$ cat config.mk
export PLATFORM = sky130hd
export DESIGN_NAME = emulation_run_pause_control
export DESIGN_NICKNAME = d
export VERILOG_FILES = /design/src/logic/run_pause_pkg.sv /design/src/logic/timer_image.sv /design/src/logic/emulation_run_pause_control.sv
export VERILOG_INCLUDE_DIRS = /design/src /design/src/logic
export SDC_FILE = /design/constraint.sdc
export NUM_CORES = 1
export LEC_CHECK = 0
export ABC_AREA = 1
export BUFFER_PORTS_ARGS = -buffer_cell sky130_fd_sc_hd__buf_2
export CAP_MARGIN = 40
export CORE_AREA = 2 2 164 166
export CTS_BUF_LIST = sky130_fd_sc_hd__clkbuf_4 sky130_fd_sc_hd__clkbuf_8
export CTS_CLUSTER_DIAMETER = 50
export DETAILED_ROUTE_END_ITERATION = 10
export DIE_AREA = 0 0 166 168
export MAX_ROUTING_LAYER = met4
export PLACE_DENSITY = 0.74
export SYNTH_ARGS = -nofsm -noshare
export SYNTH_HDL_FRONTEND = slang
export SYNTH_SLANG_ARGS = --single-unit
export TNS_END_PERCENT = 10
$ cat constraint.sdc
create_clock -name clk -period 1.67 [get_ports clk]
set_clock_uncertainty 0.05 [all_clocks]
set_input_delay 0.2505 -clock clk [delete_from_list [all_inputs] [get_ports clk]]
set_output_delay 0.2505 -clock clk [all_outputs]
set_load 0.02 [all_outputs]
$ cat src/logic/run_pause_map.svh
// Operation
// Stop-step while running halts the target and enters pause.
// On stopping, report code segment, instruction pointer and monitor group; after a single step the code keeps report_valid low.
// Stop-step while paused runs exactly one instruction, then pauses again.
// Operator must not step across a non-maskable interrupt vector fetch.
// Trace switch defaults on; clearing it freezes trace memory.
// Trace switch off disables the whole event monitor.
// Trace switch changes are accepted during run mode too.
// Three separate timer hold switches, each defaulting off.
// Pause to run, hold off: write saved values into the timer.
// Restored mode word decides whether the timer runs during run.
// Pause to run, hold on: saved values are not written back.
// Run to pause: read each timer's mode word and count into the image.
// Hold on: nothing more after saving, the timer keeps running.
// Hold off: clear bit 15 of the mode word right after pausing.
// Saved timer registers are writable in pause; they apply at run.
// Each timer is saved and restored by its own hold switch.
`ifndef RUN_PAUSE_MAP_SVH
`define RUN_PAUSE_MAP_SVH
`define NUM_TIMERS 3
`define TIMER_ENABLE_BIT 15
`define TRACE_SWITCH_RESET 1'b1
`define HOLD_SWITCH_RESET 3'h0
`define WORD_W 16
`define GROUP_W 4
`endif

$ cat src/logic/run_pause_pkg.sv
`include "run_pause_map.svh"
package run_pause_pkg;
    typedef enum logic [2:0]
    {
        ST_PAUSE = 3'b000,
        ST_SAVE = 3'b001,
        ST_STOP = 3'b010,
        ST_LOAD = 3'b011,
        ST_RUN = 3'b100,
        ST_STEP = 3'b101
    } ctl_state_t;
    typedef struct packed
    {
        logic [`WORD_W-1:0] mode;
        logic [`WORD_W-1:0] count;
    } timer_regs_t;
    typedef struct packed
    {
        logic [`WORD_W-1:0] cs;
        logic [`WORD_W-1:0] ip;
        logic [`GROUP_W-1:0] group;
    } stop_report_t;
endpackage

$ cat src/logic/timer_image.sv
`include "run_pause_map.svh"
module timer_image
(
    input wire logic clk,
    input wire logic reset_n,
    input wire logic save,
    input wire logic op_write,
    input wire run_pause_pkg::timer_regs_t op_data,
    input wire run_pause_pkg::timer_regs_t target_regs,
    output run_pause_pkg::timer_regs_t image_q
);
    // Capture from the target wins over an operator write in the same cycle.
    always_ff @(posedge clk or negedge reset_n)
    begin
        if (!reset_n)
            image_q <= '0;
        else if (save)
            image_q <= target_regs;
        else if (op_write)
            image_q <= op_data;
    end
endmodule

$ cat src/logic/emulation_run_pause_control.sv
`include "run_pause_map.svh"
module emulation_run_pause_control
(
    input wire logic clk,
    input wire logic reset_n,
    input wire logic stop_or_step_command,
    input wire logic run_command,
    input wire logic trace_switch_write,
    input wire logic trace_switch_value,
    input wire logic hold_switch_write,
    input wire logic [`NUM_TIMERS-1:0] hold_switch_value,
    input wire logic [`NUM_TIMERS-1:0] image_write,
    input wire run_pause_pkg::timer_regs_t image_write_data,
    input wire logic [`WORD_W-1:0] target_cs,
    input wire logic [`WORD_W-1:0] target_ip,
    input wire logic [`GROUP_W-1:0] monitor_group,
    input wire logic instr_done,
    input wire run_pause_pkg::timer_regs_t [`NUM_TIMERS-1:0] target_timers,
    output logic target_run,
    output logic pause_mode,
    output logic trace_capture_switch,
    output logic event_monitor_enable,
    output logic [`NUM_TIMERS-1:0] timer_hold_switch,
    output logic [`NUM_TIMERS-1:0] timer_write,
    output run_pause_pkg::timer_regs_t [`NUM_TIMERS-1:0] timer_write_data,
    output run_pause_pkg::timer_regs_t [`NUM_TIMERS-1:0] timer_image,
    output logic report_valid,
    output run_pause_pkg::stop_report_t stop_report
);
    run_pause_pkg::ctl_state_t state_q;
    run_pause_pkg::ctl_state_t state_d;
    logic step_q;
    logic save;
    logic after_step;

    always_comb
    begin
        state_d = state_q;
        case (state_q)
            run_pause_pkg::ST_PAUSE:
                if (stop_or_step_command || run_command)
                    state_d = run_pause_pkg::ST_LOAD;
            run_pause_pkg::ST_LOAD:
                state_d = step_q ? run_pause_pkg::ST_STEP
                                 : run_pause_pkg::ST_RUN;
            run_pause_pkg::ST_RUN:
                if (stop_or_step_command)
                    state_d = run_pause_pkg::ST_SAVE;
            run_pause_pkg::ST_STEP:
                if (instr_done)
                    state_d = run_pause_pkg::ST_SAVE;
            run_pause_pkg::ST_SAVE:
                state_d = run_pause_pkg::ST_STOP;
            run_pause_pkg::ST_STOP:
                state_d = run_pause_pkg::ST_PAUSE;
            default:
                state_d = run_pause_pkg::ST_PAUSE;
        endcase
    end

    always_ff @(posedge clk or negedge reset_n)
    begin
        if (!reset_n)
            state_q <= run_pause_pkg::ST_PAUSE;
        else
            state_q <= state_d;
    end

    // Remembers whether the current run leg is a single step.
    always_ff @(posedge clk or negedge reset_n)
    begin
        if (!reset_n)
            step_q <= 1'b0;
        else if (state_q == run_pause_pkg::ST_PAUSE)
            step_q <= stop_or_step_command && !run_command;
    end

    assign target_run = (state_q == run_pause_pkg::ST_RUN)
                     || (state_q == run_pause_pkg::ST_STEP);
    assign pause_mode = (state_q == run_pause_pkg::ST_PAUSE);
    assign save = (state_q == run_pause_pkg::ST_SAVE);

    // The switch is taken in any mode so trace can be frozen while running.
    always_ff @(posedge clk or negedge reset_n)
    begin
        if (!reset_n)
            trace_capture_switch <= `TRACE_SWITCH_RESET;
        else if (trace_switch_write)
            trace_capture_switch <= trace_switch_value;
    end

    assign event_monitor_enable = trace_capture_switch;

    always_ff @(posedge clk or negedge reset_n)
    begin
        if (!reset_n)
            timer_hold_switch <= `HOLD_SWITCH_RESET;
        else if (hold_switch_write)
            timer_hold_switch <= hold_switch_value;
    end

    // A step is also a run-to-pause transition, but report_valid stays low after it.
    assign after_step = step_q;
    always_ff @(posedge clk or negedge reset_n)
    begin
        if (!reset_n)
        begin
            report_valid <= 1'b0;
            stop_report <= '0;
        end
        else
        begin
            report_valid <= save && !after_step;
            if (save)
            begin
                stop_report.cs <= target_cs;
                stop_report.ip <= target_ip;
                stop_report.group <= monitor_group;
            end
        end
    end

    genvar t;
    generate
        for (t = 0; t < `NUM_TIMERS; t = t + 1)
        begin : g_timer
            logic op_wr;
            assign op_wr = image_write[t] && pause_mode;
            timer_image u_image
            (
                .clk(clk),
                .reset_n(reset_n),
                .save(save),
                .op_write(op_wr),
                .op_data(image_write_data),
                .target_regs(target_timers[t]),
                .image_q(timer_image[t])
            );
            // Each timer follows only its own hold switch.
            always_ff @(posedge clk or negedge reset_n)
            begin
                if (!reset_n)
                begin
                    timer_write[t] <= 1'b0;
                    timer_write_data[t] <= '0;
                end
                else if (state_d == run_pause_pkg::ST_LOAD
                         && state_q == run_pause_pkg::ST_PAUSE)
                begin
                    // The restored mode word sets run-mode activity.
                    timer_write[t] <= !timer_hold_switch[t];
                    timer_write_data[t] <= timer_image[t];
                end
                else if (state_q == run_pause_pkg::ST_SAVE)
                begin
                    // The image only holds the captured values one cycle
                    // later, so the stop write takes them from the target.
                    timer_write[t] <= !timer_hold_switch[t];
                    timer_write_data[t] <= target_timers[t];
                    timer_write_data[t].mode[`TIMER_ENABLE_BIT] <= 1'b0;
                end
                else
                    timer_write[t] <= 1'b0;
            end
        end
    endgenerate

    // Write-back is ordered after capture: SAVE captures, STOP writes.
    a_stop_halts: assert property (
        @(posedge clk) disable iff (!reset_n)
        state_q == run_pause_pkg::ST_RUN && stop_or_step_command
        |=> ##[0:2] !target_run) else $error("stop did not halt");
    a_report_after: assert property (
        @(posedge clk) disable iff (!reset_n)
        $rose(report_valid) |-> $past(save)) else $error("bad report");
    a_report_data: assert property (
        @(posedge clk) disable iff (!reset_n)
        save |=> stop_report == {$past(target_cs), $past(target_ip),
        $past(monitor_group)}) else $error("report data not taken");
    a_step_returns: assert property (
        @(posedge clk) disable iff (!reset_n)
        state_q == run_pause_pkg::ST_STEP && instr_done
        |=> ##2 pause_mode) else $error("step did not pause");
    a_step_quiet: assert property (
        @(posedge clk) disable iff (!reset_n)
        state_q == run_pause_pkg::ST_STEP && instr_done
        |=> ##1 !report_valid) else $error("step raised a report");
    a_monitor_gate: assert property (
        @(posedge clk) disable iff (!reset_n)
        trace_switch_write && !trace_switch_value |=> !event_monitor_enable)
        else $error("monitor active");
    a_trace_live: assert property (
        @(posedge clk) disable iff (!reset_n)
        trace_switch_write
        |=> trace_capture_switch == $past(trace_switch_value))
        else $error("trace switch ignored");
    a_hold_take: assert property (
        @(posedge clk) disable iff (!reset_n)
        hold_switch_write
        |=> timer_hold_switch == $past(hold_switch_value))
        else $error("hold switch ignored");
    // The hold switch may be rewritten in the launch cycle itself, so the
    // checks key on the value seen at the edge that leaves pause.
    a_hold_noload: assert property (
        @(posedge clk) disable iff (!reset_n)
        state_q == run_pause_pkg::ST_PAUSE
        && state_d == run_pause_pkg::ST_LOAD && timer_hold_switch[1]
        |=> !timer_write[1]) else $error("held timer written");
    a_restore_load: assert property (
        @(posedge clk) disable iff (!reset_n)
        state_q == run_pause_pkg::ST_PAUSE
        && state_d == run_pause_pkg::ST_LOAD && !timer_hold_switch[0]
        |=> timer_write[0] && timer_write_data[0] == $past(timer_image[0]))
        else $error("timer not restored");
    a_run_resumes: assert property (
        @(posedge clk) disable iff (!reset_n)
        state_q == run_pause_pkg::ST_LOAD |=> target_run)
        else $error("target did not resume");
    a_stop_clear: assert property (
        @(posedge clk) disable iff (!reset_n)
        state_q == run_pause_pkg::ST_STOP && timer_write[0]
        |-> !timer_write_data[0].mode[`TIMER_ENABLE_BIT])
        else $error("timer not stopped");
    a_stop_count: assert property (
        @(posedge clk) disable iff (!reset_n)
        state_q == run_pause_pkg::ST_SAVE && !timer_hold_switch[2]
        |=> timer_write[2]
        && timer_write_data[2].count == $past(target_timers[2].count))
        else $error("stale count written back");
    a_held_running: assert property (
        @(posedge clk) disable iff (!reset_n)
        state_q == run_pause_pkg::ST_SAVE && timer_hold_switch[1]
        |=> !timer_write[1]) else $error("held timer stopped");
    a_save_image: assert property (
        @(posedge clk) disable iff (!reset_n)
        save |=> timer_image[1] == $past(target_timers[1]))
        else $error("image not saved");
    a_image_locked: assert property (
        @(posedge clk) disable iff (!reset_n)
        !pause_mode && !save |=> timer_image[2] == $past(timer_image[2]))
        else $error("image written outside pause");
endmodule

==> impl_metrics.csv <==
group,metric,value,unit
sta,setup_tns,-0.414,ns
logic_synthesis,synth-xor-area-share,0,
critical_path,crit_fanout,36,
critical_path,cpLargestDelayFamily,"flip-flops",
floorplanning,placement_rows,60,
power_and_ir_drop,leakage,9.74,nW
clocking,clkTransAtPathRegs,0.07,ns
drt,drt_iter0_drc,1721,
clocking,clock_path_buffers,3,
logic_synthesis,synth.area.top_cells,"dfrtp_1 50%, nand2_1 23%, nand4_1 10%",
logic_synthesis,yosysWarnings,0,
clocking,cts_tree,"built",
place,gp_congestion,0.935,
sta,slew_headroom,0.666,
drt,vias,13800,
floorplanning,die_h,168,microns
critical_path,crit_type,"flip-flop to output port",
clocking,ctsRootBufferMaster,"clkbuf_8",
min_path,hp-class,"primary input to flip-flop",
logic_synthesis,synthMuxAreaShare,0.00379,
floorplanning,die_w,166,microns
logic_synthesis,yosys.area_share.simple,0.382,
outcome,failed_checks,"negative setup slack",
logic_synthesis,avgSynthCellArea,7.45,sq um
global_route,grt_max_degree,94,
logic_synthesis,ys.flop_type,"dfrtp_1",
logic_synthesis,synth_edf_count,0,
critical_path,crit_path_cell_trace,"buf_12 -> nor2_4 -> buf_6",
sta,fin_ws,-0.170,ns
sta,period_needed,1.84,ns
sta,rsz0062_at_grt,"true",
run,maxCapViolCount,0,
clocking,clock_sinks,240,
global_route,antenna_found_initial,5,
critical_path,critPathBufInv,2,
logic_synthesis,ys_types,19,
global_route,grt_usage,0.364,
cells_and_area,fin_nets,2246,
sta,worst_pin_slew,0.501,ns
cells_and_area,postLayoutCoreUtil,0.635,
drt,drcViolationCount,0,
drt,drt_pass1_iterations,5,
sta,max_freq,543,MHz
place,io_buffers,416,
critical_path,critical-path-slowest-cell,"dfrtp_4",
global_route,grt_pass1_wl,75900,microns
logic_synthesis,synth_top_cell_area_share,0.504,
critical_path,start_kind,"flip-flop",
drt,wl,52600,microns
cells_and_area,area_growth,40.9,%
outcome,status,"finished, violations left",
power_and_ir_drop,power.total,41.2,mW
sta,hold_viol_final,0,
global_route,grt_overflow_total,0,
power_and_ir_drop,power.density,2460,nW/um^2
drt,wl_per_cell,21.5,microns
drt,ant_nets,0,
logic_synthesis,ys_seq_area_frac,0.506,
clocking,cts_buffers,43,
floorplanning,die_area,27900,sq um
critical_path,worstPathRequired,1.37,ns
clocking,htree_levels,2,
clocking,clock_latency,0.56,ns
global_route,met3_usage,0.0787,
sta,finalSetupViolCount,6,
logic_synthesis,syn_inst,1593,
global_route,met1_usage,0.463,
global_route,use_met2,0.542,
critical_path,cp_slowest_stage_delay,0.50,ns
logic_synthesis,netlist_area,11900,sq um
logic_synthesis,async_reset_ff_frac,1.00,
logic_synthesis,synth_top_family_by_area,"simple AND/OR/NAND/NOR gates",
logic_synthesis,yosysMostFrequentCell,"nand2_1",
place,dp_hpwl,34000,microns
global_route,grt_pass1_vias,12700,
logic_synthesis,synth-compound-area-share,0.0172,
logic_synthesis,synth_commonest_cells,"743 x nand2_1, 239 x dfrtp_1, 191 x nand4_1, 138 x inv_1, 101 x nand3_1",
cells_and_area,fin_cells,2449,
logic_synthesis,synthesis.nets,1771,
floorplanning,io_pins,417,
power_and_ir_drop,vdd_drop_max,1150,uV
critical_path,cp-end-kind,"output port",
cells_and_area,drive_gt1_frac,0.292,
global_route,grt_busiest_layer,"met2",
logic_synthesis,synth_largest_area_cell,"dfrtp_1",
critical_path,worstPathArrival,1.54,ns
logic_synthesis,synthAdderAreaFrac,0,
place,place_inst,2294,
sta,maxSlewViolCount,0,
floorplanning,start_util,0.451,
logic_synthesis,ys_ff_latch,240,
floorplanning,core,26400,sq um
sta,fin_crit_sh,1.10,
drt,viasPerCell,5.63,
## layout make-up
class	count	area, sq um
fillers	2223	9610
flip-flops and latches	240	6010
multi-input cells	1088	4880
repair buffers	555	3880
clock buffers	71	908
inverters	140	536
well taps	341	427
clock inverters	8	73.8
diodes	6	15.0
## stage by stage
step / area [sq um] / setup WS, ns / hold slack, ns
2_1_floorplan: 11900 / 0.129 / -0.0951
3_3_place_gp: 14800 / 0.0378 / 0.133
3_5_place_dp: 14800 / 0.0621 / 0.129
4_1_cts: 16400 / -0.154 / 0.00271
5_1_grt: 16700 / -0.203 / 0.0224
6_report: 16700 / -0.170 / 0.0143
## report_power, final
part	total, mW	leakage (nW)	internal (mW)	switching [mW]
registers	11.0	2.91	8.85	2.13
logic	23.9	6.31	8.16	15.8
clock network	6.27	0.517	3.60	2.67
## cells in the final DEF, fill, tap and decap left out, types with 6 or more instances in the layout
cell type      instances
buf_6                 11
dlygate4sd3_1         52
inv_1                135
nand2_1              732
nand3_1               99
clkbuf_16              7
o21ai_0               37
clkbuf_8              60
nand4_1              191
nand2_2               10
diode_2                6
clkinv_2               6
buf_2                413
buf_12                28
dfrtp_1              238
clkbuf_4              11
buf_4                 38
## repair_timing
| action | in CTS | in global routing |
|---|---|---|
| endpoints found under the hold margin | 256 | 0 |
| pin swaps | 2 | 11 |
| gates resized for setup | 16 | 25 |
| hold buffers | 52 | 0 |
| setup endpoints to repair | 2 | 103 |
| cloned | 0 | 7 |
| setup buffers | 6 | 5 |
## state kept, by name, indices dropped and copies added, names as in the netlist
register,cells
stop_report,36
report_valid,1
after_step,1
state_q,3
g_timer.u_image.image_q,96
timer_write_data,96
timer_hold_switch,3
event_monitor_enable,1
timer_write,3
## logic make-up after synthesis
logic type      after synthesis
flops                       240
simple gates               1044
buf+inv                     265
mux                           4
compound gates               40
## worst reg2reg max path, delay by kind of cell (launching register included)
family	cells	cell delay, ns
buffers and inverters	5	0.72
and+or+nand+nor	4	0.48
DFF	1	0.40
## per-layer routing
layer | part of all wire | wire [microns]
met5 | 0 | 0
met4 | 0.065 | 3400
met3 | 0.11 | 5940
met2 | 0.45 | 23600
met1 | 0.37 | 19700
## path summary, 6_finish.rpt
kind	startpoint	end	slack (ns)	cells after the start
max in group asynchronous	reset_n	g_timer[1].u_image.image_q[3]	0.69	3
worst max register to register	state_q[1]	timer_write_data[76]	-0.05	9
min in group asynchronous	reset_n	stop_report[7]	0.14	2
worst min register to register	timer_hold_switch[1]	timer_write[1]	0.42	1
worst max-delay path	state_q[0]	pause_mode	-0.17	3
worst min-delay path	target_timers[81]	g_timer[2].u_image.image_q[17]	0.01	5
(Power assumes the default switching activity.)
